### config.mk
export PLATFORM = sky130hd
export DESIGN_NAME = swpp_parser
export DESIGN_NICKNAME = d
export VERILOG_FILES = /design/src/swpp_parser.v
export VERILOG_INCLUDE_DIRS = /design/src
export SDC_FILE = /design/constraint.sdc
export NUM_CORES = 1
export LEC_CHECK = 0
export BUFFER_PORTS_ARGS = -buffer_cell sky130_fd_sc_hd__buf_2
export CAP_MARGIN = 5
export CORE_ASPECT_RATIO = 1.75
export CORE_MARGIN = 2
export CORE_UTILIZATION = 55
export DETAILED_ROUTE_END_ITERATION = 7
export GPL_ROUTABILITY_DRIVEN = 1
export PLACE_DENSITY = 0.84
export SLEW_MARGIN = 25
export SYNTH_ARGS = -nofsm -noshare
export SYNTH_HDL_FRONTEND = slang
export SYNTH_SLANG_ARGS = --single-unit
### constraint.sdc
create_clock -name sys_clk -period 10.45 [get_ports sys_clk]
set_input_delay 2.09 -clock sys_clk [delete_from_list [all_inputs] [get_ports sys_clk]]
set_output_delay 2.09 -clock sys_clk [all_outputs]
set_load 0.02 [all_outputs]
### src/swpp_defs.vh
// Purpose: constants for the window-setup parameter parser
// Assumes: byte-serial parameter stream, AXI4-Lite register window
// Notes: offsets are byte addresses of 32-bit registers
`ifndef SWPP_DEFS_VH
`define SWPP_DEFS_VH
// Stream layout
`define SWPP_HDR_LEN 8'h08
`define SWPP_DESC_LEN 16'h002A
`define SWPP_TOTAL 8'h32
// Resolution limits and default
`define SWPP_RES_MIN 16'h0048
`define SWPP_RES_MAX 16'h012C
`define SWPP_RES_DEF 16'h0048
// Register offsets
`define SWPP_REG_CTRL 8'h00
`define SWPP_REG_STATUS 8'h04
`define SWPP_REG_XRES 8'h08
`define SWPP_REG_YRES 8'h0C
`define SWPP_REG_ULX 8'h10
`define SWPP_REG_ULY 8'h14
`define SWPP_REG_WIDTH 8'h18
`define SWPP_REG_LENGTH 8'h1C
`define SWPP_REG_IMG 8'h20
`define SWPP_REG_MISC 8'h24
// Status bit positions
`define SWPP_ST_DONE 0
`define SWPP_ST_ERR 1
`define SWPP_ST_BUSY 2
// Composition codes and decoded modes
`define SWPP_COMP_LINE 8'h00
`define SWPP_COMP_GREY 8'h02
`define SWPP_COMP_BICOL 8'h03
`define SWPP_COMP_FULL 8'h05
`define SWPP_MODE_LINE 3'h0
`define SWPP_MODE_GREY 3'h1
`define SWPP_MODE_BICOL 3'h2
`define SWPP_MODE_FULL 3'h3
`define SWPP_MODE_BAD 3'h7
// AXI responses
`define SWPP_RESP_OKAY 2'h0
`define SWPP_RESP_SLVERR 2'h2
`endif

### src/swpp_parser.v
// Purpose: takes the window-setup parameter list byte by byte and decodes it
// Assumes: inputs synchronous to sys_clk; one list per frame, ended by end_of_list
// Notes: decoded fields and result are readable over AXI4-Lite
`timescale 1ns/100ps
`include "swpp_defs.vh"

// How it works
// - One header, at most one descriptor
// - Horizontal resolution bytes 2-3, 72..300
// - Zero horizontal resolution means 72 dpi
// - Vertical resolution bytes 4-5, 72..300
// - Zero vertical resolution means 72 dpi
// - Composition 00/02/03/05 decoded to modes
module swpp_parser (
  // Clock and reset
  input wire sys_clk,
  input wire reset_n,
  // Parameter byte stream from the command transport
  input wire byte_valid,
  input wire [7:0] byte_data,
  input wire end_of_list,
  output wire byte_ready,
  // Result to the command transport
  output reg list_done,
  output reg illegal_param,
  // AXI4-Lite write address
  input wire [7:0] s_axi_awaddr,
  input wire s_axi_awvalid,
  output wire s_axi_awready,
  // AXI4-Lite write data
  input wire [31:0] s_axi_wdata,
  input wire [3:0] s_axi_wstrb,
  input wire s_axi_wvalid,
  output wire s_axi_wready,
  // AXI4-Lite write response
  output reg [1:0] s_axi_bresp,
  output reg s_axi_bvalid,
  input wire s_axi_bready,
  // AXI4-Lite read address
  input wire [7:0] s_axi_araddr,
  input wire s_axi_arvalid,
  output wire s_axi_arready,
  // AXI4-Lite read data
  output reg [31:0] s_axi_rdata,
  output reg [1:0] s_axi_rresp,
  output reg s_axi_rvalid,
  input wire s_axi_rready
);

  // Reset synchroniser
  reg rst_meta_q;
  reg rst_sync_q;
  always @(posedge sys_clk or negedge reset_n) begin
    if (!reset_n) begin
      rst_meta_q <= 1'b0;
      rst_sync_q <= 1'b0;
    end else begin
      rst_meta_q <= 1'b1;
      rst_sync_q <= rst_meta_q;
    end
  end
  wire rst_n = rst_sync_q;

  // Resolution check with default substitution
  function [16:0] res_fix;
    input [15:0] raw;
    begin
      if (raw == 16'h0000)
        res_fix = {1'b1, `SWPP_RES_DEF};
      else
        res_fix = {(raw >= `SWPP_RES_MIN) && (raw <= `SWPP_RES_MAX), raw};
    end
  endfunction

  localparam ST_IDLE = 2'h0;
  localparam ST_RECV = 2'h1;
  localparam ST_DRAIN = 2'h2;

  reg [1:0] state_q;
  reg err_q, enable_q, done_q;
  reg [15:0] len_q, xraw_q, yraw_q;
  reg [31:0] ulx_q, uly_q, width_q, length_q;
  reg [7:0] idx_q, bright_q, thresh_q, contr_q, comp_q, bpp_q, cmpr_q, vrt_q, vrb_q;
  reg [1:0] pad_q;
  reg [2:0] mode_d;

  // Byte position within the descriptor
  wire [7:0] didx = idx_q - `SWPP_HDR_LEN;
  wire take = byte_valid && byte_ready;
  wire [16:0] xres = res_fix(xraw_q);
  wire [16:0] yres = res_fix(yraw_q);

  assign byte_ready = enable_q && (state_q != ST_IDLE);

  // Composition decode
  always @* begin
    case (comp_q)
      `SWPP_COMP_LINE: mode_d = `SWPP_MODE_LINE;
      `SWPP_COMP_GREY: mode_d = `SWPP_MODE_GREY;
      `SWPP_COMP_BICOL: mode_d = `SWPP_MODE_BICOL;
      `SWPP_COMP_FULL: mode_d = `SWPP_MODE_FULL;
      default: mode_d = `SWPP_MODE_BAD;
    endcase
  end

  // Reserved byte test: true where a nonzero byte is illegal
  function rsv_pos;
    input [7:0] i;
    begin
      rsv_pos = (i < 8'h06) || (i == 8'h09) || (i == 8'h23) || (i == 8'h24) ||
        (i == 8'h26) || (i == 8'h27) || ((i >= 8'h2A) && (i <= 8'h2F));
    end
  endfunction

  // Parser: counts bytes, captures fields, flags errors
  always @(posedge sys_clk or negedge rst_n) begin
    if (!rst_n) begin
      state_q <= ST_IDLE;
      idx_q <= 8'h00;
      err_q <= 1'b0;
      len_q <= 16'h0000;
      xraw_q <= 16'h0000;
      yraw_q <= 16'h0000;
      ulx_q <= 32'h0000_0000;
      uly_q <= 32'h0000_0000;
      width_q <= 32'h0000_0000;
      length_q <= 32'h0000_0000;
      bright_q <= 8'h00;
      thresh_q <= 8'h00;
      contr_q <= 8'h00;
      comp_q <= 8'h00;
      bpp_q <= 8'h00;
      pad_q <= 2'h0;
      cmpr_q <= 8'h00;
      vrt_q <= 8'h00;
      vrb_q <= 8'h00;
      list_done <= 1'b0;
      illegal_param <= 1'b0;
    end else begin
      list_done <= 1'b0;
      case (state_q)
        ST_IDLE: begin
          if (enable_q) begin
            state_q <= ST_RECV;
            idx_q <= 8'h00;
            err_q <= 1'b0;
          end
        end
        ST_RECV: begin
          if (take) begin
            idx_q <= idx_q + 8'h01;
            if (rsv_pos(idx_q) && (byte_data != 8'h00))
              err_q <= 1'b1;
            if (idx_q == 8'h06)
              len_q[15:8] <= byte_data;
            if (idx_q == 8'h07)
              len_q[7:0] <= byte_data;
            if ((idx_q == `SWPP_HDR_LEN) && (byte_data != 8'h00))
              err_q <= 1'b1;
            if ((idx_q == 8'h25) && (byte_data[7:2] != 6'h00))
              err_q <= 1'b1;
            if (idx_q >= `SWPP_HDR_LEN) begin
              case (didx)
                8'h02: xraw_q[15:8] <= byte_data;
                8'h03: xraw_q[7:0] <= byte_data;
                8'h04: yraw_q[15:8] <= byte_data;
                8'h05: yraw_q[7:0] <= byte_data;
                8'h06, 8'h07, 8'h08, 8'h09: ulx_q <= {ulx_q[23:0], byte_data};
                8'h0A, 8'h0B, 8'h0C, 8'h0D: uly_q <= {uly_q[23:0], byte_data};
                8'h0E, 8'h0F, 8'h10, 8'h11: width_q <= {width_q[23:0], byte_data};
                8'h12, 8'h13, 8'h14, 8'h15: length_q <= {length_q[23:0], byte_data};
                8'h16: bright_q <= byte_data;
                8'h17: thresh_q <= byte_data;
                8'h18: contr_q <= byte_data;
                8'h19: comp_q <= byte_data;
                8'h1A: bpp_q <= byte_data;
                8'h1D: pad_q <= byte_data[1:0];
                8'h20: cmpr_q <= byte_data;
                8'h28: vrt_q <= byte_data;
                8'h29: vrb_q <= byte_data;
                default: ;
              endcase
            end
            if (idx_q == (`SWPP_TOTAL - 8'h01))
              state_q <= ST_DRAIN;
          end
          if (end_of_list)
            state_q <= ST_DRAIN;
        end
        ST_DRAIN: begin
          // Extra bytes straight after one descriptor, with no idle cycle between, make the list illegal
          if (take)
            err_q <= 1'b1;
          if (end_of_list || !take) begin
            state_q <= ST_IDLE;
            list_done <= 1'b1;
            illegal_param <= err_q || take || (len_q != `SWPP_DESC_LEN) ||
              ((idx_q != `SWPP_TOTAL) && (idx_q != `SWPP_HDR_LEN)) ||
              ((idx_q == `SWPP_TOTAL) && (!xres[16] || !yres[16] ||
              (mode_d == `SWPP_MODE_BAD)));
          end
        end
        default: state_q <= ST_IDLE;
      endcase
    end
  end

  // Sticky done flag; a new completion wins over a clear
  always @(posedge sys_clk or negedge rst_n) begin
    if (!rst_n)
      done_q <= 1'b0;
    else if (list_done)
      done_q <= 1'b1;
    else if (s_axi_awvalid && s_axi_wvalid && !s_axi_bvalid &&
             (s_axi_awaddr == `SWPP_REG_STATUS) && s_axi_wdata[`SWPP_ST_DONE])
      done_q <= 1'b0;
  end

  // Write channel: both address and data taken together
  wire wr_go = s_axi_awvalid && s_axi_wvalid && !s_axi_bvalid;
  assign s_axi_awready = wr_go;
  assign s_axi_wready = wr_go;

  always @(posedge sys_clk or negedge rst_n) begin
    if (!rst_n) begin
      s_axi_bvalid <= 1'b0;
      s_axi_bresp <= `SWPP_RESP_OKAY;
      enable_q <= 1'b0;
    end else begin
      if (s_axi_bvalid && s_axi_bready)
        s_axi_bvalid <= 1'b0;
      if (wr_go) begin
        s_axi_bvalid <= 1'b1;
        s_axi_bresp <= `SWPP_RESP_OKAY;
        if (s_axi_awaddr == `SWPP_REG_CTRL) begin
          if (s_axi_wstrb[0])
            enable_q <= s_axi_wdata[0];
        end else if (s_axi_awaddr != `SWPP_REG_STATUS)
          s_axi_bresp <= `SWPP_RESP_SLVERR;
      end
    end
  end

  // Read channel: one outstanding read, answered next cycle
  assign s_axi_arready = !s_axi_rvalid;

  always @(posedge sys_clk or negedge rst_n) begin
    if (!rst_n) begin
      s_axi_rvalid <= 1'b0;
      s_axi_rdata <= 32'h0000_0000;
      s_axi_rresp <= `SWPP_RESP_OKAY;
    end else begin
      if (s_axi_rvalid && s_axi_rready)
        s_axi_rvalid <= 1'b0;
      if (s_axi_arvalid && !s_axi_rvalid) begin
        s_axi_rvalid <= 1'b1;
        s_axi_rresp <= `SWPP_RESP_OKAY;
        case (s_axi_araddr)
          `SWPP_REG_CTRL: s_axi_rdata <= {31'h0, enable_q};
          `SWPP_REG_STATUS: s_axi_rdata <= {29'h0, state_q != ST_IDLE,
                                            illegal_param, done_q};
          `SWPP_REG_XRES: s_axi_rdata <= {16'h0, xres[15:0]};
          `SWPP_REG_YRES: s_axi_rdata <= {16'h0, yres[15:0]};
          `SWPP_REG_ULX: s_axi_rdata <= ulx_q;
          `SWPP_REG_ULY: s_axi_rdata <= uly_q;
          `SWPP_REG_WIDTH: s_axi_rdata <= width_q;
          `SWPP_REG_LENGTH: s_axi_rdata <= length_q;
          `SWPP_REG_IMG: s_axi_rdata <= {bpp_q, 5'h0, mode_d, contr_q, bright_q};
          `SWPP_REG_MISC: s_axi_rdata <= {vrb_q, vrt_q, cmpr_q, thresh_q[5:0], pad_q};
          default: begin
            s_axi_rdata <= 32'h0000_0000;
            s_axi_rresp <= `SWPP_RESP_SLVERR;
          end
        endcase
      end
    end
  end

endmodule

==> impl_metrics.toml, run 1 <==
[setup_path]
path_class = "input port to primary output"
crit_chain = "buf_2, nand2_1, nor2_1, buf_2"
r2r_start = "idx_q[3]"
cp-endpoint = "s_axi_wready"
crit_fanout = 4
start_kind = "input port"
required_ns = 8.36
cp.buffers_inverters = 2
cp_top_family = "buffers and inverters"
startpoint = "s_axi_awvalid"
critical-path-slowest-cell = "buf_2"
crit_path_end_kind = "primary output"
slowest_delay_ns = 0.21
ff2ff_setup_slack_ns = 7.19
reg2reg_depth = 7
worstPathArrival_ns = 2.61
cpMostUsedCell = "buf_2"
path_depth = 4
r2r-end = "bright_q[4]"

[placement]
place_worst_setup_slack_ns = 5.50
io_buffers = 76
place_congestion = 0.929
post-dp-hpwl_um = 24100
dp_cells = 1377

[logic_synthesis]
yosys.cell_types.count = 74
synth_enable_flop_cells = 0
yosysSeqAreaShare_pct = 54.4
synthArstFlopShare_pct = 100
synth_ff_type = "dfrtp_1"
syn_area_um2 = 13500
ys_ff_latch = 293
ys_warn_count = 0
syn_area_per_cell_um2 = 12.9
syn_inst = 1047

[timing]
fin_ws_ns = 5.75
layout_min_cycle_time_ns = 4.70
drv_slew = 0
fmax_mhz = 213
rsz0062_at_grt = "no"
max_slew_margin_pct = 30.1
setup-tns-final_ns = 0
fin_crit_sh_pct = 44.9
finalSetupViolations = 0
finalHoldViolCount = 0
worst_pin_slew_ns = 1.05
clock_skew_ns = 0.0102

[cts]
numCtsBuffers = 25
post-cts-setup-buffers = 0
cts_root_buf = "clkbuf_16"
tritoncts = "built"
clk_latency_ns = 0.54
clkTransAtPathRegs_ns = 0.06
clock_path_buffers = 3
cts_hold_buf = 0
h-tree-depth = 1
cts.sinks = 293
cts_resized = 0

[route]
route.detailed.drc = 0
detail_route.wl_per_cell_um = 25.9
vias = 9483
drtAntennaViolNets = 0
firstDrtPassIters = 6
vias_per_cell = 6.65
initialDrtViolationCount = 971
wl_um = 36900

[power]
peakVddDrop_mv = 0.119
p_total_w = 0.00251
p_per_area_nw_per_um2 = 166
p_leak_nw = 7.40

[cells_and_area]
instances_no_fill = 1425
n_fill_cell = 1824
regArea_um2 = 7340
drive_gt1_share_pct = 36.8
multi_input_area_um2 = 5830
synthToLayoutAreaGrowth_pct = 11.9
nets = 1177

[global_routing]
grt_usage_pct = 29.6
grt_use_met1_pct = 34.4
grt_use_met3_pct = 4.08
grt_overflow = 0
grt_max_degree = 192
grt_pass1_vias = 10100
busiest_layer = "met2"
antenna_found_initial = 2
grt_util_met2_pct = 49.0
grt_pass1_wl_um = 57500

[floorplanning]
die_x_um = 122
core_um2 = 24000
initial_core_util_pct = 56.1
rows = 75
dieArea_um2 = 25800
die_y_um = 211
io_pins = 113

[worst_hold_path]
hp-class = "register to asynchronous set/reset pin"

[run]
maxCapViolCount = 0

[run_status]
outcome = "finished clean"
==> through the flow <==
stage | utilization [%] | instance area [µm²] | hold WS, ns
after floorplan | - | 13500 | 0.331
after global placement | 58.7 | 14100 | 0.302
after detailed placement | 58.7 | 14100 | 0.304
after CTS | 62.6 | 15000 | 0.317
after global routing | 62.7 | 15100 | 0.342
final | 62.8 | 15100 | 0.291
==> how the worst min path moves through the flow <==
stage               startpoint            to  slack (ns)  cells after the start
floorplan           rst_meta_q         rst_n        0.33                      0
global placement         rst_n    width_q[0]        0.30                      0
detailed placement       rst_n    width_q[0]        0.30                      0
CTS                      rst_n  s_axi_bvalid        0.32                      0
global route             rst_n  s_axi_bvalid        0.34                      0
finish                   rst_n    width_q[0]        0.29                      0
==> layer usage <==
| layer | vias to the layer above | routed length (µm) |
|---|---|---|
| met2 | 480 | 18500 |
| li1 | 4025 | - |
| met4 | 0 | 3040 |
| met1 | 4817 | 12800 |
| met3 | 161 | 2560 |
| met5 | - | 0 |
==> cells in the mapped netlist, types with 9 or more instances <==
library cell	count	area share (%)
clkbuf_1	44	1.2
mux2_2	246	21
nand2_1	48	1.3
a21o_1	9	0.50
or3_1	9	0.42
nor3_1	9	0.33
nand4_1	10	0.46
inv_1	12	0.33
a22oi_1	50	2.8
nor2_1	33	0.92
nand3_1	23	0.85
a222oi_1	11	0.82
a21oi_1	15	0.56
dfrtp_1	293	54
a22o_1	26	1.7
nor4_1	12	0.56
ha_1	11	1.0
o21ai_0	23	0.85
buf_2	18	0.67
==> power by group <==
group	switching [W]	internal [W]	total, W
Combinational	0.000189	0.0000863	0.000276
Sequential	0.0000395	0.00115	0.00119
Clock	0.000416	0.000622	0.00104
==> state kept, by name, indices dropped and copies added, names as in the netlist, 16 cells and up <==
| register | cells |
|---|---|
| s_axi_rdata | 32 |
| uly_q | 32 |
| width_q | 32 |
| xraw_q | 16 |
| ulx_q | 32 |
| len_q | 16 |
| length_q | 32 |
| yraw_q | 16 |
==> final cells by class <==
type                            count  share of cell area (%)
Clock buffer                       38                    5.00
Tap cell                          308                    2.56
Timing Repair Buffer               94                    3.64
Antenna cell                        2                  0.0332
Clock inverter                      7                    1.11
Multi-Input combinational cell    671                    38.7
Inverter                           12                   0.299
Sequential cell                   293                    48.7
==> cells in the final DEF (no fill, tap or decap), types with 4 or more instances in the layout <==
| cell | instances |
|---|---|
| a211oi_1 | 4 |
| a21o_1 | 9 |
| a21oi_1 | 15 |
| a221o_1 | 7 |
| a221oi_1 | 5 |
| a222oi_1 | 11 |
| a22o_1 | 26 |
| a22oi_1 | 50 |
| a31oi_1 | 6 |
| and2_1 | 7 |
| and3_1 | 4 |
| buf_2 | 76 |
| buf_4 | 16 |
| bufinv_16 | 5 |
| clkbuf_1 | 5 |
| clkbuf_16 | 25 |
| clkbuf_8 | 8 |
| dfrtp_1 | 292 |
| ha_1 | 11 |
| inv_1 | 12 |
| mux2_2 | 246 |
| mux2i_1 | 7 |
| mux4_2 | 6 |
| nand2_1 | 48 |
| nand2b_1 | 5 |
| nand3_1 | 23 |
| nand3b_1 | 5 |
| nand4_1 | 10 |
| nor2_1 | 32 |
| nor2b_1 | 4 |
| nor3_1 | 9 |
| nor3_2 | 5 |
| nor4_1 | 11 |
| nor4b_4 | 4 |
| o21ai_0 | 23 |
| or3_1 | 9 |
| or4_1 | 6 |
| xnor2_1 | 5 |
==> cells by family after synthesis <==
logic type / synth area share (%)
xor+xnor: 0.520
other cells: 0.0558
compound gates: 10.5
flops: 54.4
simple gates: 8.65
buf+inv: 2.68
fa+ha+maj: 1.02
mux: 22.2
Note: power is estimated with default switching activity, not from simulation.
==> run 2, diff against run 1 <==
--- a/config.mk
+++ b/config.mk
@@ -6,6 +6,7 @@
 export SDC_FILE = /design/constraint.sdc
 export NUM_CORES = 1
 export LEC_CHECK = 0
+export ABC_AREA = 1
 export BUFFER_PORTS_ARGS = -buffer_cell sky130_fd_sc_hd__buf_2
 export CAP_MARGIN = 5
 export CORE_ASPECT_RATIO = 1.75
@@ -13,7 +14,7 @@
 export CORE_UTILIZATION = 55
 export DETAILED_ROUTE_END_ITERATION = 7
 export GPL_ROUTABILITY_DRIVEN = 1
-export PLACE_DENSITY = 0.84
+export PLACE_DENSITY = 0.87
 export SLEW_MARGIN = 25
 export SYNTH_ARGS = -nofsm -noshare
 export SYNTH_HDL_FRONTEND = slang
==> constraint.sdc (replaced) <==
create_clock -name sys_clk -period 3.8 [get_ports sys_clk]
set_input_delay 0.76 -clock sys_clk [delete_from_list [all_inputs] [get_ports sys_clk]]
set_output_delay 0.76 -clock sys_clk [all_outputs]
set_load 0.02 [all_outputs]
==> impl_metrics.toml, run 2 <==
[logic_synthesis]
synthSimpleGateAreaFrac_pct = 25.6
syn_inst = 1963
yosysMostFrequentCell = "nand2_1"
synth_enable_flop_cells = 0
synth-xor-area-share_pct = 0.350
yosys.cell_types.count = 41
synth_top_family_by_area = "simple AND/OR/NAND/NOR gates"
yosysSeqAreaShare_pct = 50.0
ys_ff_latch = 293
synth_compound_area_share_pct = 10.5
syn_area_um2 = 14700
yosysTopAreaCellShare_pct = 50.0
syn_area_per_cell_um2 = 7.47
synthMuxAreaShare_pct = 0
synth_area_leaders = "dfrtp_1, nand2_1, inv_1"
synthAdderAreaFrac_pct = 0.938
synth_top_area_cell = "dfrtp_1"
yosys-top-cells-count = "nand2_1, inv_1, dfrtp_1, o21ai_0, nand3_1"
ys_warn_count = 0
synth_ff_type = "dfrtp_1"
synthArstFlopShare_pct = 100

[power]
p_per_area_nw_per_um2 = 406
peakVddDrop_mv = 0.406
p_leak_nw = 8.77

[setup_path]
crit_fanout = 32
worstPathArrival_ns = 3.34
start_kind = "register"
reg2reg_depth = 10
crit_path_end_kind = "register"
path_class = "register to register"
required_ns = 4.25

[cells_and_area]
nets = 2092
drive_gt1_share_pct = 9.06
instances_no_fill = 2356
synthToLayoutAreaGrowth_pct = 10.0
mostFrequentLayoutCell = "nand2_1"
most-common-layout-cells = "nand2_1, inv_1, dfrtp_1, o21ai_0, nand3_1"

[floorplanning]
rows = 79
core_um2 = 26400
dieArea_um2 = 28000
io_pins = 113
initial_core_util_pct = 55.6
die_y_um = 220
die_x_um = 127

[cts]
clkTransAtPathRegs_ns = 0.07
cts_resized = 0
post-cts-setup-buffers = 0
numCtsBuffers = 27
clk_latency_ns = 0.56
h-tree-depth = 1
cts_root_buf = "clkbuf_16"
tritoncts = "built"
cts_hold_buf = 1
cts.sinks = 293
clock_path_buffers = 3

[timing]
drv_slew = 0
fin_crit_sh_pct = 76.1
worst_pin_slew_ns = 0.817
fmax_mhz = 346
rsz0062_at_grt = "no"
setup-tns-final_ns = 0
hold_slack_ns = 0.297
finalSetupViolations = 0
layout_min_cycle_time_ns = 2.89
max_slew_margin_pct = 45.0
clock_skew_ns = 0.00984
finalHoldViolCount = 0

[route]
initialDrtViolationCount = 1518
detail_route.wl_per_cell_um = 18.0
drtAntennaViolNets = 0
wl_um = 42300
firstDrtPassIters = 6
vias_per_cell = 5.57
vias = 13100
route.detailed.drc = 0

[placement]
place_congestion = 0.956
post-dp-hpwl_um = 29300
dp_cells = 2306
io_buffers = 76

[run]
maxCapViolCount = 0

[global_routing]
grt_pass1_vias = 12700
grt_usage_pct = 30.9
antenna_found_initial = 0
grt_overflow = 0
grt_pass1_wl_um = 67000
grt_max_degree = 99

[run_status]
outcome = "finished clean"

[worst_hold_path]
hp-class = "register to asynchronous set/reset pin"
==> run 2: cell count changes after synthesis, sizes merged, moves of 26 or more <==
cell,before,now
nand2,49,616
inv,12,376
mux2,247,0
o21ai,23,198
nand3,23,146
nor2,33,118
o22ai,2,58
a22oi,50,0
a22o,26,0
==> run 2: area by class of cell <==
cell class	instances	area (µm²)
Fill cell	2207	10300
Tap cell	324	405
Timing Repair Buffer	102	616
Inverter	378	1420
Sequential cell	293	7340
Clock inverter	11	104
Clock buffer	37	753
Antenna cell	1	2.50
Multi-Input combinational cell	1210	5500
==> run 2: cells by family (layout without fill, tap and decap cells) <==
family | count (synthesis) | in the layout
xor gates and xnor gates | 5 | 5
AOI/OAI and AO/OA | 281 | 281
adders and majority gates | 11 | 11
other | 2 | 4
and+or+nand+nor | 910 | 910
buffers and inverters | 461 | 528
DFF | 293 | 293
==> run 2: final timing paths <==
path / startpoint / end / slack (ns)
worst max-delay path: idx_q[0] / ulx_q[3] / 0.91
worst min-delay path: rst_n / yraw_q[9] / 0.30
worst max register to register: idx_q[0] / ulx_q[3] / 0.91
worst min register to register: rst_n / yraw_q[9] / 0.30
max in group asynchronous: rst_n / idx_q[3] / 2.49
min in group sys_clk: rst_meta_q / rst_n / 0.35
==> run 2: report_power, final <==
group	switching [W]	internal [W]	leakage [nW]
logic	0.000478	0.000163	5.09
registers	0.0000581	0.00317	3.27
clock network	0.00122	0.00146	0.415
==> run 2: through the flow <==
step | setup WS [ns] | cell area, µm² | util (%) | total power (W)
after floorplan | 0.881 | 14700 | - | 0.00370
after global placement | 0.836 | 15300 | 57.8 | 0.00391
after detailed placement | 0.824 | 15300 | 57.8 | 0.00393
after CTS | 0.938 | 16100 | 61.1 | 0.00657
after global routing | 0.645 | 16100 | 61.1 | 0.00678
final | 0.910 | 16100 | 61.1 | 0.00656
==> run 2: metal layers <==
metal / part of all wire, % / global-route usage [%]
met1: 35 / 35.4
met2: 47 / 50.2
met3: 8.1 / 4.95
met4: 9.3 / 26.0
met5: 0 / 0
==> run 2: critical path: stages (launching register included) <==
cell and delay, ns:
dfrtp_1 0.41, inv_1 0.14, ha_1 0.24, inv_1 0.19, nor2_1 0.11, nor4_1 0.59, nor2_4 0.20, nand2_2 0.56
nand2_1 0.17, nand2_1 0.13, inv_1 0.04
